--- config.mk ---
export PLATFORM = sky130hd
export DESIGN_NAME = rsc_top
export DESIGN_NICKNAME = d
export VERILOG_FILES = /design/src/rsc_pkg.sv /design/src/rsc_top.sv
export SDC_FILE = /design/constraint.sdc
export NUM_CORES = 2
export LEC_CHECK = 0
export BUFFER_PORTS_ARGS = -buffer_cell sky130_fd_sc_hd__buf_4
export CAP_MARGIN = 20
export CORE_AREA = 2 2 366 368
export DETAILED_ROUTE_END_ITERATION = 6
export DIE_AREA = 0 0 368 370
export HOLD_SLACK_MARGIN = 0.15
export PLACE_DENSITY = 0.7
export SLEW_MARGIN = 10
export SYNTH_ARGS = -nofsm -noshare
export SYNTH_HDL_FRONTEND = slang
export SYNTH_SLANG_ARGS = --single-unit
--- constraint.sdc ---
create_clock -name clk_i -period 2.6 [get_ports clk_i]
set_clock_uncertainty 0.15 [all_clocks]
set_input_delay 0.26 -clock clk_i [delete_from_list [all_inputs] [get_ports clk_i]]
set_output_delay 0.26 -clock clk_i [all_outputs]
set_load 0.03 [all_outputs]
--- src/rsc_pkg.sv ---
package rsc_pkg;

  localparam int unsigned NUM_LVL = 4;
  localparam int unsigned LVL_REGS = 16;
  localparam int unsigned NUM_REGS = 64;

  // Storage window held here, byte addresses
  localparam logic [15:0] REG_AREA_END = 16'h0080;
  localparam logic [15:0] DISP_AREA_END = 16'h0200;
  localparam logic [15:0] SIZE_ADDR = 16'h00AA;
  localparam logic [15:0] SIZE_RST = 16'h0000;
  localparam logic [15:0] SZ_16K = 16'h3FFF;
  localparam logic [15:0] SZ_32K = 16'h7FFF;
  localparam logic [15:0] SZ_48K = 16'hBFFF;
  localparam logic [15:0] SZ_64K = 16'hFFFF;
  localparam logic [15:0] UADDR_INC = 16'h0002;

  // Bring-up letters, index 0 is A
  localparam logic [4:0] CP_A = 5'h00;
  localparam logic [4:0] CP_I = 5'h08;
  localparam logic [4:0] CP_Q = 5'h10;
  localparam logic [4:0] CP_STEP = 5'h01;

  // Display half selector
  localparam logic [1:0] SEL_ALL = 2'h0;
  localparam logic [1:0] SEL_LEFT = 2'h1;
  localparam logic [1:0] SEL_RIGHT = 2'h2;
  localparam logic [7:0] HALF_REGS = 8'h20;
  localparam logic [7:0] ALL_REGS = 8'h40;

  // Control port register offsets
  localparam logic [2:0] REG_STATE = 3'h0;
  localparam logic [2:0] REG_IRQ = 3'h1;
  localparam logic [2:0] REG_MASK = 3'h2;
  localparam logic [2:0] REG_CHKPT = 3'h3;
  localparam logic [2:0] REG_SIZE = 3'h4;

  // State register fields
  localparam int unsigned ST_MODE = 0;
  localparam int unsigned ST_CHECK = 3;
  localparam int unsigned ST_SZ_VALID = 4;
  localparam int unsigned ST_SZ_LEGAL = 5;
  localparam int unsigned ST_STRAP = 6;
  localparam int unsigned ST_RUN_SW = 7;

  // Interrupt status and mask fields
  localparam int unsigned IRQ_W = 4;
  localparam int unsigned IRQ_STOP = 0;
  localparam int unsigned IRQ_HALT = 1;
  localparam int unsigned IRQ_CHECK = 2;
  localparam int unsigned IRQ_SIZE = 3;
  localparam logic [3:0] MASK_RST = 4'h0;

  typedef enum logic [2:0] {
    RSC_STOP,
    RSC_RUN,
    RSC_DRAIN,
    RSC_STEP,
    RSC_HALT,
    RSC_CHECK
  } rsc_mode_t;

  typedef struct packed {
    logic we;
    logic re;
    logic [15:0] addr;
    logic [15:0] wdata;
  } rsc_stor_req_t;

  typedef struct packed {
    logic we;
    logic re;
    logic [2:0] addr;
    logic [15:0] wdata;
  } rsc_reg_req_t;

  typedef struct packed {
    logic done;
    logic halt;
    logic branch;
    logic [15:0] target;
  } rsc_uinst_t;

  typedef struct packed {
    logic run;
    logic step;
    logic disp;
    logic [1:0] sel;
    logic strap;
  } rsc_pins_t;

  typedef struct packed {
    logic [63:0][15:0] rf;
    logic [15:0] size;
    logic [4:0] cp;
    rsc_mode_t mode;
    rsc_pins_t s1;
    rsc_pins_t s2;
    logic step_arm;
    logic step_last;
    logic chk;
    logic size_bad;
    logic [3:0] irq;
    logic [3:0] mask;
    logic [15:0] reg_rd;
    logic [15:0] stor_rd;
    logic stor_hit;
    logic [15:0] disp_rd;
    logic disp_ok;
    logic exec;
    logic irq_out;
    logic sz_valid;
  } rsc_state_t;

endpackage

--- src/rsc_top.sv ---
// The placing of the registers and the plain strobed port were left to the implementer.
`timescale 1ns/1ps

module rsc_top (
  input wire logic clk_i,
  input wire logic nrst_i,
  input wire rsc_pkg::rsc_stor_req_t stor_i,
  output logic [15:0] stor_rdata_o,
  output logic stor_hit_o,
  input wire rsc_pkg::rsc_reg_req_t reg_i,
  output logic [15:0] reg_rdata_o,
  input wire rsc_pkg::rsc_uinst_t uinst_i,
  input wire logic [1:0] level_i,
  input wire logic parity_err_i,
  input wire logic mchk_i,
  input wire rsc_pkg::rsc_pins_t pins_i,
  input wire logic [7:0] disp_idx_i,
  output logic [15:0] disp_data_o,
  output logic disp_ok_o,
  output logic exec_en_o,
  output logic proc_check_o,
  output logic [4:0] chkpt_o,
  output logic size_valid_o,
  output logic irq_o
);

  //////////////////////////////////////////////////////////////////////
  // Helpers

  function automatic logic sz_legal(input logic [15:0] v);
    logic ok;
    ok = 1'b0;
    case (v)
      rsc_pkg::SZ_16K: ok = 1'b1;
      rsc_pkg::SZ_32K: ok = 1'b1;
      rsc_pkg::SZ_48K: ok = 1'b1;
      rsc_pkg::SZ_64K: ok = 1'b1;
      default: ok = 1'b0;
    endcase
    return ok;
  endfunction

  // Word reached by a byte address; bit 0 register file, bit 1 size word
  function automatic logic [1:0] word_kind(input logic [15:0] addr);
    logic [1:0] k;
    k = 2'h0;
    if (addr < rsc_pkg::REG_AREA_END) begin
      k[0] = 1'b1;
    end else if (addr[15:1] == rsc_pkg::SIZE_ADDR[15:1]) begin
      k[1] = 1'b1;
    end
    return k;
  endfunction

  // Size word trusted from checkpoint I on
  function automatic logic cp_ready(input logic [4:0] cp);
    return cp >= rsc_pkg::CP_I;
  endfunction

  // Modes in which the core may run microinstructions
  function automatic logic is_exec(input rsc_pkg::rsc_mode_t m);
    logic r;
    r = 1'b0;
    case (m)
      rsc_pkg::RSC_RUN: r = 1'b1;
      rsc_pkg::RSC_DRAIN: r = 1'b1;
      rsc_pkg::RSC_STEP: r = 1'b1;
      default: r = 1'b0;
    endcase
    return r;
  endfunction

  // Display slot to halfword index; 8'hFF marks a blank slot
  function automatic logic [7:0] disp_map(
    input logic [1:0] sel,
    input logic [7:0] idx
  );
    logic [7:0] r;
    r = idx;
    if (sel == rsc_pkg::SEL_LEFT || sel == rsc_pkg::SEL_RIGHT) begin
      if (idx < rsc_pkg::HALF_REGS) begin
        r = {2'b00, idx[4], sel == rsc_pkg::SEL_RIGHT, idx[3:0]};
      end else if (idx < rsc_pkg::ALL_REGS) begin
        r = 8'hFF;
      end
    end
    return r;
  endfunction

  // Halfword index in the lowest 512 bytes; {hit, data}
  function automatic logic [16:0] hw_read(
    input logic [63:0][15:0] rf,
    input logic [15:0] size,
    input logic [7:0] idx
  );
    logic [16:0] r;
    logic [1:0] k;
    r = {1'b0, 16'h0000};
    k = word_kind({7'h00, idx, 1'b0});
    if (k[0]) begin
      r = {1'b1, rf[idx[5:0]]};
    end else if (k[1]) begin
      r = {1'b1, size};
    end
    return r;
  endfunction

  //////////////////////////////////////////////////////////////////////
  // State

  rsc_pkg::rsc_state_t q;
  rsc_pkg::rsc_state_t d;

  always_ff @(posedge clk_i or negedge nrst_i) begin
    if (!nrst_i) begin
      q <= '0;
    end else begin
      q <= d;
    end
  end

  //////////////////////////////////////////////////////////////////////
  // Next state

  always_comb begin
    logic run;
    logic step;
    logic disp;
    logic [1:0] sel;
    logic strap;
    logic step_rel;
    logic executing;
    logic err;
    logic [5:0] r0;
    logic [5:0] widx;
    logic [1:0] wk;
    logic [7:0] didx;
    logic [16:0] rd;
    logic [3:0] ev;
    logic [3:0] w1c;
    logic sz_ok;
    run = 1'b0;
    step = 1'b0;
    disp = 1'b0;
    sel = 2'h0;
    strap = 1'b0;
    step_rel = 1'b0;
    executing = 1'b0;
    err = 1'b0;
    r0 = 6'h00;
    widx = 6'h00;
    wk = 2'h0;
    didx = 8'h00;
    rd = 17'h00000;
    ev = 4'h0;
    w1c = 4'h0;
    sz_ok = 1'b0;
    d = q;

    // Pin synchronisers
    d.s1 = pins_i;
    d.s2 = q.s1;
    run = q.s2.run;
    step = q.s2.step;
    disp = q.s2.disp;
    sel = q.s2.sel;
    strap = q.s2.strap;

    // Step press then release, armed only by a press seen while stopped
    d.step_last = step;
    if (q.mode != rsc_pkg::RSC_STOP) begin
      d.step_arm = 1'b0;
    end else if (step && !q.step_last) begin
      d.step_arm = 1'b1;
    end else if (!step && q.step_arm) begin
      d.step_arm = 1'b0;
      step_rel = 1'b1;
    end

    executing = is_exec(q.mode);

    // Run and step sequencing
    case (q.mode)
      rsc_pkg::RSC_STOP: begin
        if (run) begin
          d.mode = rsc_pkg::RSC_RUN;
        end else if (step_rel) begin
          d.mode = rsc_pkg::RSC_STEP;
        end
      end
      rsc_pkg::RSC_RUN: begin
        if (!run) begin
          d.mode = rsc_pkg::RSC_DRAIN;
        end
      end
      rsc_pkg::RSC_DRAIN: begin
        if (run) begin
          d.mode = rsc_pkg::RSC_RUN;
        end else if (uinst_i.done) begin
          d.mode = rsc_pkg::RSC_STOP;
          ev[rsc_pkg::IRQ_STOP] = 1'b1;
        end
      end
      rsc_pkg::RSC_STEP: begin
        if (uinst_i.done) begin
          d.mode = rsc_pkg::RSC_STOP;
          ev[rsc_pkg::IRQ_STOP] = 1'b1;
        end
      end
      rsc_pkg::RSC_HALT: begin
        if (!run) begin
          d.mode = rsc_pkg::RSC_STOP;
        end
      end
      rsc_pkg::RSC_CHECK: begin
        d.mode = rsc_pkg::RSC_CHECK;
      end
      default: begin
        d.mode = rsc_pkg::RSC_STOP;
      end
    endcase

    // Halt microinstruction overrides a normal stop
    if (executing && uinst_i.done && uinst_i.halt) begin
      d.mode = rsc_pkg::RSC_HALT;
      ev[rsc_pkg::IRQ_HALT] = 1'b1;
      ev[rsc_pkg::IRQ_STOP] = 1'b0;
    end

    // Errors stop at once and stay latched until reset
    err = parity_err_i || (mchk_i && strap);
    if (err && !q.chk) begin
      d.chk = 1'b1;
      d.mode = rsc_pkg::RSC_CHECK;
      ev = 4'h0;
      ev[rsc_pkg::IRQ_CHECK] = 1'b1;
    end

    // Storage writes into the register area and size word
    widx = stor_i.addr[6:1];
    wk = word_kind(stor_i.addr);
    if (stor_i.we) begin
      if (wk[0]) begin
        d.rf[widx] = stor_i.wdata;
      end else if (wk[1]) begin
        d.size = stor_i.wdata;
      end
    end

    // Register 0 of the active level follows the microprogram
    r0 = {level_i, 4'h0};
    if (executing && uinst_i.done && !uinst_i.halt && !err) begin
      if (uinst_i.branch) begin
        d.rf[r0] = uinst_i.target;
      end else begin
        d.rf[r0] = q.rf[r0] + rsc_pkg::UADDR_INC;
      end
    end

    // Control port writes
    if (reg_i.we) begin
      case (reg_i.addr)
        rsc_pkg::REG_IRQ: begin
          w1c = reg_i.wdata[3:0];
        end
        rsc_pkg::REG_MASK: begin
          d.mask = reg_i.wdata[3:0];
        end
        rsc_pkg::REG_CHKPT: begin
          if (reg_i.wdata[4:0] == rsc_pkg::CP_A) begin
            d.cp = rsc_pkg::CP_A;
          end else if (q.cp < rsc_pkg::CP_Q &&
                       reg_i.wdata[4:0] == q.cp + rsc_pkg::CP_STEP) begin
            d.cp = reg_i.wdata[4:0];
          end
        end
        default: begin
        end
      endcase
    end

    // Size word checks
    sz_ok = sz_legal(d.size);
    d.size_bad = cp_ready(d.cp) && !sz_ok;
    if (d.size_bad && !q.size_bad) begin
      ev[rsc_pkg::IRQ_SIZE] = 1'b1;
    end

    // Sticky status; a new event beats the clear
    d.irq = (q.irq & ~w1c) | ev;
    d.irq_out = |(d.irq & d.mask);

    // Control port reads, data in the next cycle
    d.reg_rd = 16'h0000;
    if (reg_i.re) begin
      case (reg_i.addr)
        rsc_pkg::REG_STATE: begin
          d.reg_rd[rsc_pkg::ST_MODE +: 3] = q.mode;
          d.reg_rd[rsc_pkg::ST_CHECK] = q.chk;
          d.reg_rd[rsc_pkg::ST_SZ_VALID] = cp_ready(q.cp);
          d.reg_rd[rsc_pkg::ST_SZ_LEGAL] = sz_legal(q.size);
          d.reg_rd[rsc_pkg::ST_STRAP] = strap;
          d.reg_rd[rsc_pkg::ST_RUN_SW] = run;
        end
        rsc_pkg::REG_IRQ: begin
          d.reg_rd[3:0] = q.irq;
        end
        rsc_pkg::REG_MASK: begin
          d.reg_rd[3:0] = q.mask;
        end
        rsc_pkg::REG_CHKPT: begin
          d.reg_rd[4:0] = q.cp;
        end
        rsc_pkg::REG_SIZE: begin
          d.reg_rd = q.size;
        end
        default: begin
          d.reg_rd = 16'h0000;
        end
      endcase
    end

    // Storage reads, data in the next cycle
    rd = hw_read(q.rf, q.size, stor_i.addr[8:1]);
    d.stor_hit = 1'b0;
    d.stor_rd = 16'h0000;
    if (stor_i.re && stor_i.addr < rsc_pkg::DISP_AREA_END) begin
      d.stor_hit = rd[16];
      d.stor_rd = rd[15:0];
    end

    // Register display
    didx = disp_map(sel, disp_idx_i);
    rd = hw_read(q.rf, q.size, didx);
    d.disp_ok = disp && rd[16] && didx != 8'hFF;
    d.disp_rd = d.disp_ok ? rd[15:0] : 16'h0000;

    d.exec = is_exec(d.mode);
    d.sz_valid = cp_ready(d.cp);
  end

  //////////////////////////////////////////////////////////////////////
  // Outputs

  assign stor_rdata_o = q.stor_rd;
  assign stor_hit_o = q.stor_hit;
  assign reg_rdata_o = q.reg_rd;
  assign disp_data_o = q.disp_rd;
  assign disp_ok_o = q.disp_ok;
  assign exec_en_o = q.exec;
  assign proc_check_o = q.chk;
  assign chkpt_o = q.cp;
  assign size_valid_o = q.sz_valid;
  assign irq_o = q.irq_out;

endmodule

==> metrics.txt <==
chip width=368 um; first-pass GRT wire length=384700 um; Buffers on Ports=140; Starting Density=0.4462; CP max stage cell=or4b_4; Critical Path End Type=flip-flop; syn nets=5169; nets=5887; CP Cell Sequence=inv_2 -> ha_4 -> buf_4 -> or4b_4 -> nand2b_4 -> buf_4 -> nand2_1 -> buf_12 -> a211oi_4 -> buf_4 -> o32ai_1 -> buf_4 -> a22o_1; largest family of logic cells by synthesized area=multiplexers; Worst-Margin Slew=1.134 ns; Pre-antenna DRT Iters=7; Max stage delay on crit path=0.52 ns; GRT Total Usage=0.3944; Synth Area in Simple Gates=0.05647; Critical Path AT=3.73 ns; slew margin rel.=0.2442; R2R Path End=disp_data_o[8]$_DFF_PN0_; Synth Area in XOR/XNOR=0.002519; CTS Buf Count=130; Power, Total=45.67 mW; Period minus WS final=3.181 ns; CTS tree=built; clk sinks=1125; Worst Path Required=3.15 ns; # rows=134; multiplexer area fraction after synthesis=0.2669; Detail Placement HPWL=a little under 200000 um; Crit Path Max Fanout=13; WL final=274700 um; CP Launch Point=q[66]$_DFF_PN0_; RR Startpoint=q[66]$_DFF_PN0_; startpoint types=flip-flop; H-Tree Depth=4; Crit Path Category=flip-flop to flip-flop; cell area after layout=75820 um^2; via count=52.48k; Synth top area share=0.4764; final global-route overflow total=0; worst skew pair latency=0.81 ns; # DRC=1; Core ar.=132500 um^2; Hold Path Class=primary input to flip-flop; final hold violations=0; Max Fclk=314.3 MHz; Setup WS pre-CTS=-1.113 ns; status=finished, violations left; CP dominant cell by count=buf_4; io pins=between 150 and 200; R2R depth=13; area delta synth->final=28.30%; Synth area leaders=dfrtp_1 (48%), mux2_2 (20%), a22oi_1 (5.4%); Mapped Avg Cell Area=11.65 um^2; CTS Root Cell=clkbuf_16; cell area power density=602.3 nW/um^2; ys flop type=dfrtp_1; chip height=370 um; asr flop ratio synth=1.000; routability cong.=1.088; Leak=36.30 nW; Die Area=136200 um^2; crit path buf inv count=6; kind of cell with the highest combined delay on the critical path=buffers and inverters; largest net degree at the start of global routing=99; share of cells above drive strength 1=0.4371; synthesized cell area=59100 um^2; vias per cell=6.847; Worst path depth=13; Compound-Gate Fraction of Synth Area=0.1555; Synth Area in Adders=0.0008469; Max VDD drop=0.0006689 V; RSZ-0062 raised after global routing=yes; EDFF count, synth=0; number of global-route vias before repair=51.08k; wire per inst=approximately 36 um; FF+latch count, synth=1125; Post-Place Cell Area=68920 um^2; Cell variety after synth=77; Clock Pin Slew Worst Setup and Hold Paths=about 0.060 ns; Final Cycle Share=1.224; final setup fails=20; failing checks=DRC, setup timing; Clock Path Buffers=3; sequential fraction of the synthesis area=0.4764; Max-Cap Viols=0; Worst Slack Setup Final=-0.5812 ns; end of the critical path=disp_data_o[8]$_DFF_PN0_; ANT nets after route=0; synthesis warning total=0; largest area contributor in the netlist=dfrtp_1; initial antenna violation count=17; Pins Over Slew Limit=0; Mapped Cells=5071; DR iter-0 viols=7955; r2r setup slk=-0.58 ns
-- how the worst min path moves through the flow --
stage	from	end	slack [ns]	cells past startpoint
final	stor_i[11]	q[880]$_DFF_PN0_	0.19	4
after global routing	stor_i[3]	q[360]$_DFF_PN0_	0.19	4
after global placement	nrst_i	q[360]$_DFF_PN0_	0.1	1
after floorplan	nrst_i	asynchronous set/reset pin	-0.19	0
after detailed placement	nrst_i	q[104]$_DFF_PN0_	0.09	1
after CTS	stor_i[28]	q[87]$_DFF_PN0_	0.15	7
-- power by group --
part,switching [mW],internal [mW],leakage [nW],total [mW]
Combinational,4.10,2.58,18.4,6.67
Sequential,0.849,18.0,15.6,18.8
Clock,7.97,12.2,2.32,20.2
-- kinds of logic after synthesis --
group                      count (synthesis)
adders and majority gates                  4
DFF                                     1125
xor gates and xnor gates                  17
muxes                                   1389
and+or+nand+nor                          687
AOI/OAI and AO/OA                       1286
buffers and inverters                    563
-- per-stage QoR --
stage / instances / hold WS (ns) / utilization / setup TNS [ns]
2_1_floorplan: 5071 / -0.1856 / - / -0.3433
3_3_place_gp: 7320 / 0.09939 / 0.5204 / -210.38
5_1_grt: 7661 / 0.1875 / 0.5724 / -7.830
4_1_cts: 7651 / 0.1512 / 0.5685 / -7.546
3_5_place_dp: 7320 / 0.09140 / 0.5204 / -224.25
6_report: 7665 / 0.1868 / 0.5724 / -8.010
-- cells in the mapped netlist, types with 15 or more instances --
cell,n
dfrtp_1,1125
mux2_2,1064
a22oi_1,422
clkbuf_1,343
nand2_1,301
mux2i_1,282
a21oi_1,177
o21ai_0,141
a22o_1,124
a221oi_1,120
a31oi_1,96
buf_2,90
nand3_1,83
nor2_1,77
nand4_1,59
buf_1,56
buf_4,56
mux4_2,43
a221o_1,34
o22ai_1,32
a211oi_1,29
nand2b_1,21
nor3_1,20
and2_1,19
nor2b_1,17
o31ai_1,15
-- routing by layer --
| layer | vias to the layer above | wire length [um] | track usage |
|---|---|---|---|
| li1 | 20760 | - | - |
| met1 | 26830 | 101000 | 0.4949 |
| met3 | 961 | 33710 | 0.1269 |
| met2 | 3922 | 117800 | 0.5884 |
| met5 | - | 71 | 0 |
| met4 | 12 | 22110 | 0.2502 |
-- cell type report --
cell class	count	area, um^2
Antenna cell	4	10.01
Clock buffer	180	3817
Clock inverter	56	855.8
Fill cell	10850	56630
Inverter	15	56.30
Multi-Input combinational cell	3383	29620
Sequential cell	1125	28160
Tap cell	1768	2212
Timing Repair Buffer	1134	11090
-- repair_timing --
action,CTS,global route
hold buffers,77,1
buffers inserted,24,14
gates resized for setup,161,97
gates cloned,1,1
endpoints found under the setup margin,26,39
hold endpoints to repair,1322,1
pin swaps,52,48
-- worst register-to-register path: stages, from the launching register on --
cell and delay, ns:
dfrtp_1 0.39, inv_2 0.08, ha_4 0.21, buf_4 0.14, or4b_4 0.52, nand2b_4 0.13, buf_4 0.12, nand2_1 0.09
buf_12 0.18, a211oi_4 0.45, buf_4 0.20, o32ai_1 0.06, buf_4 0.17, a22o_1 0.20
-- cell usage in the layout (no fill, tap or decap), drive strengths merged, types with 13 or more instances in the layout --
cell	count
nand3	83
buf	1057
o31ai	15
a21oi	177
nand2	314
inv	22
nand4	59
nand3b	13
a221oi	120
o32ai	14
o21ai	142
dlygate4sd3	76
mux4	43
nand2b	21
a22o	124
and3	14
clkinv	29
nor2	79
a31oi	96
nor3	21
a211oi	29
dfrtp	1125
nor2b	17
o22ai	32
clkbuf	181
mux2i	282
mux2	1064
a221o	34
bufinv	19
and2	20
a22oi	422
(Power assumes the default switching activity.)
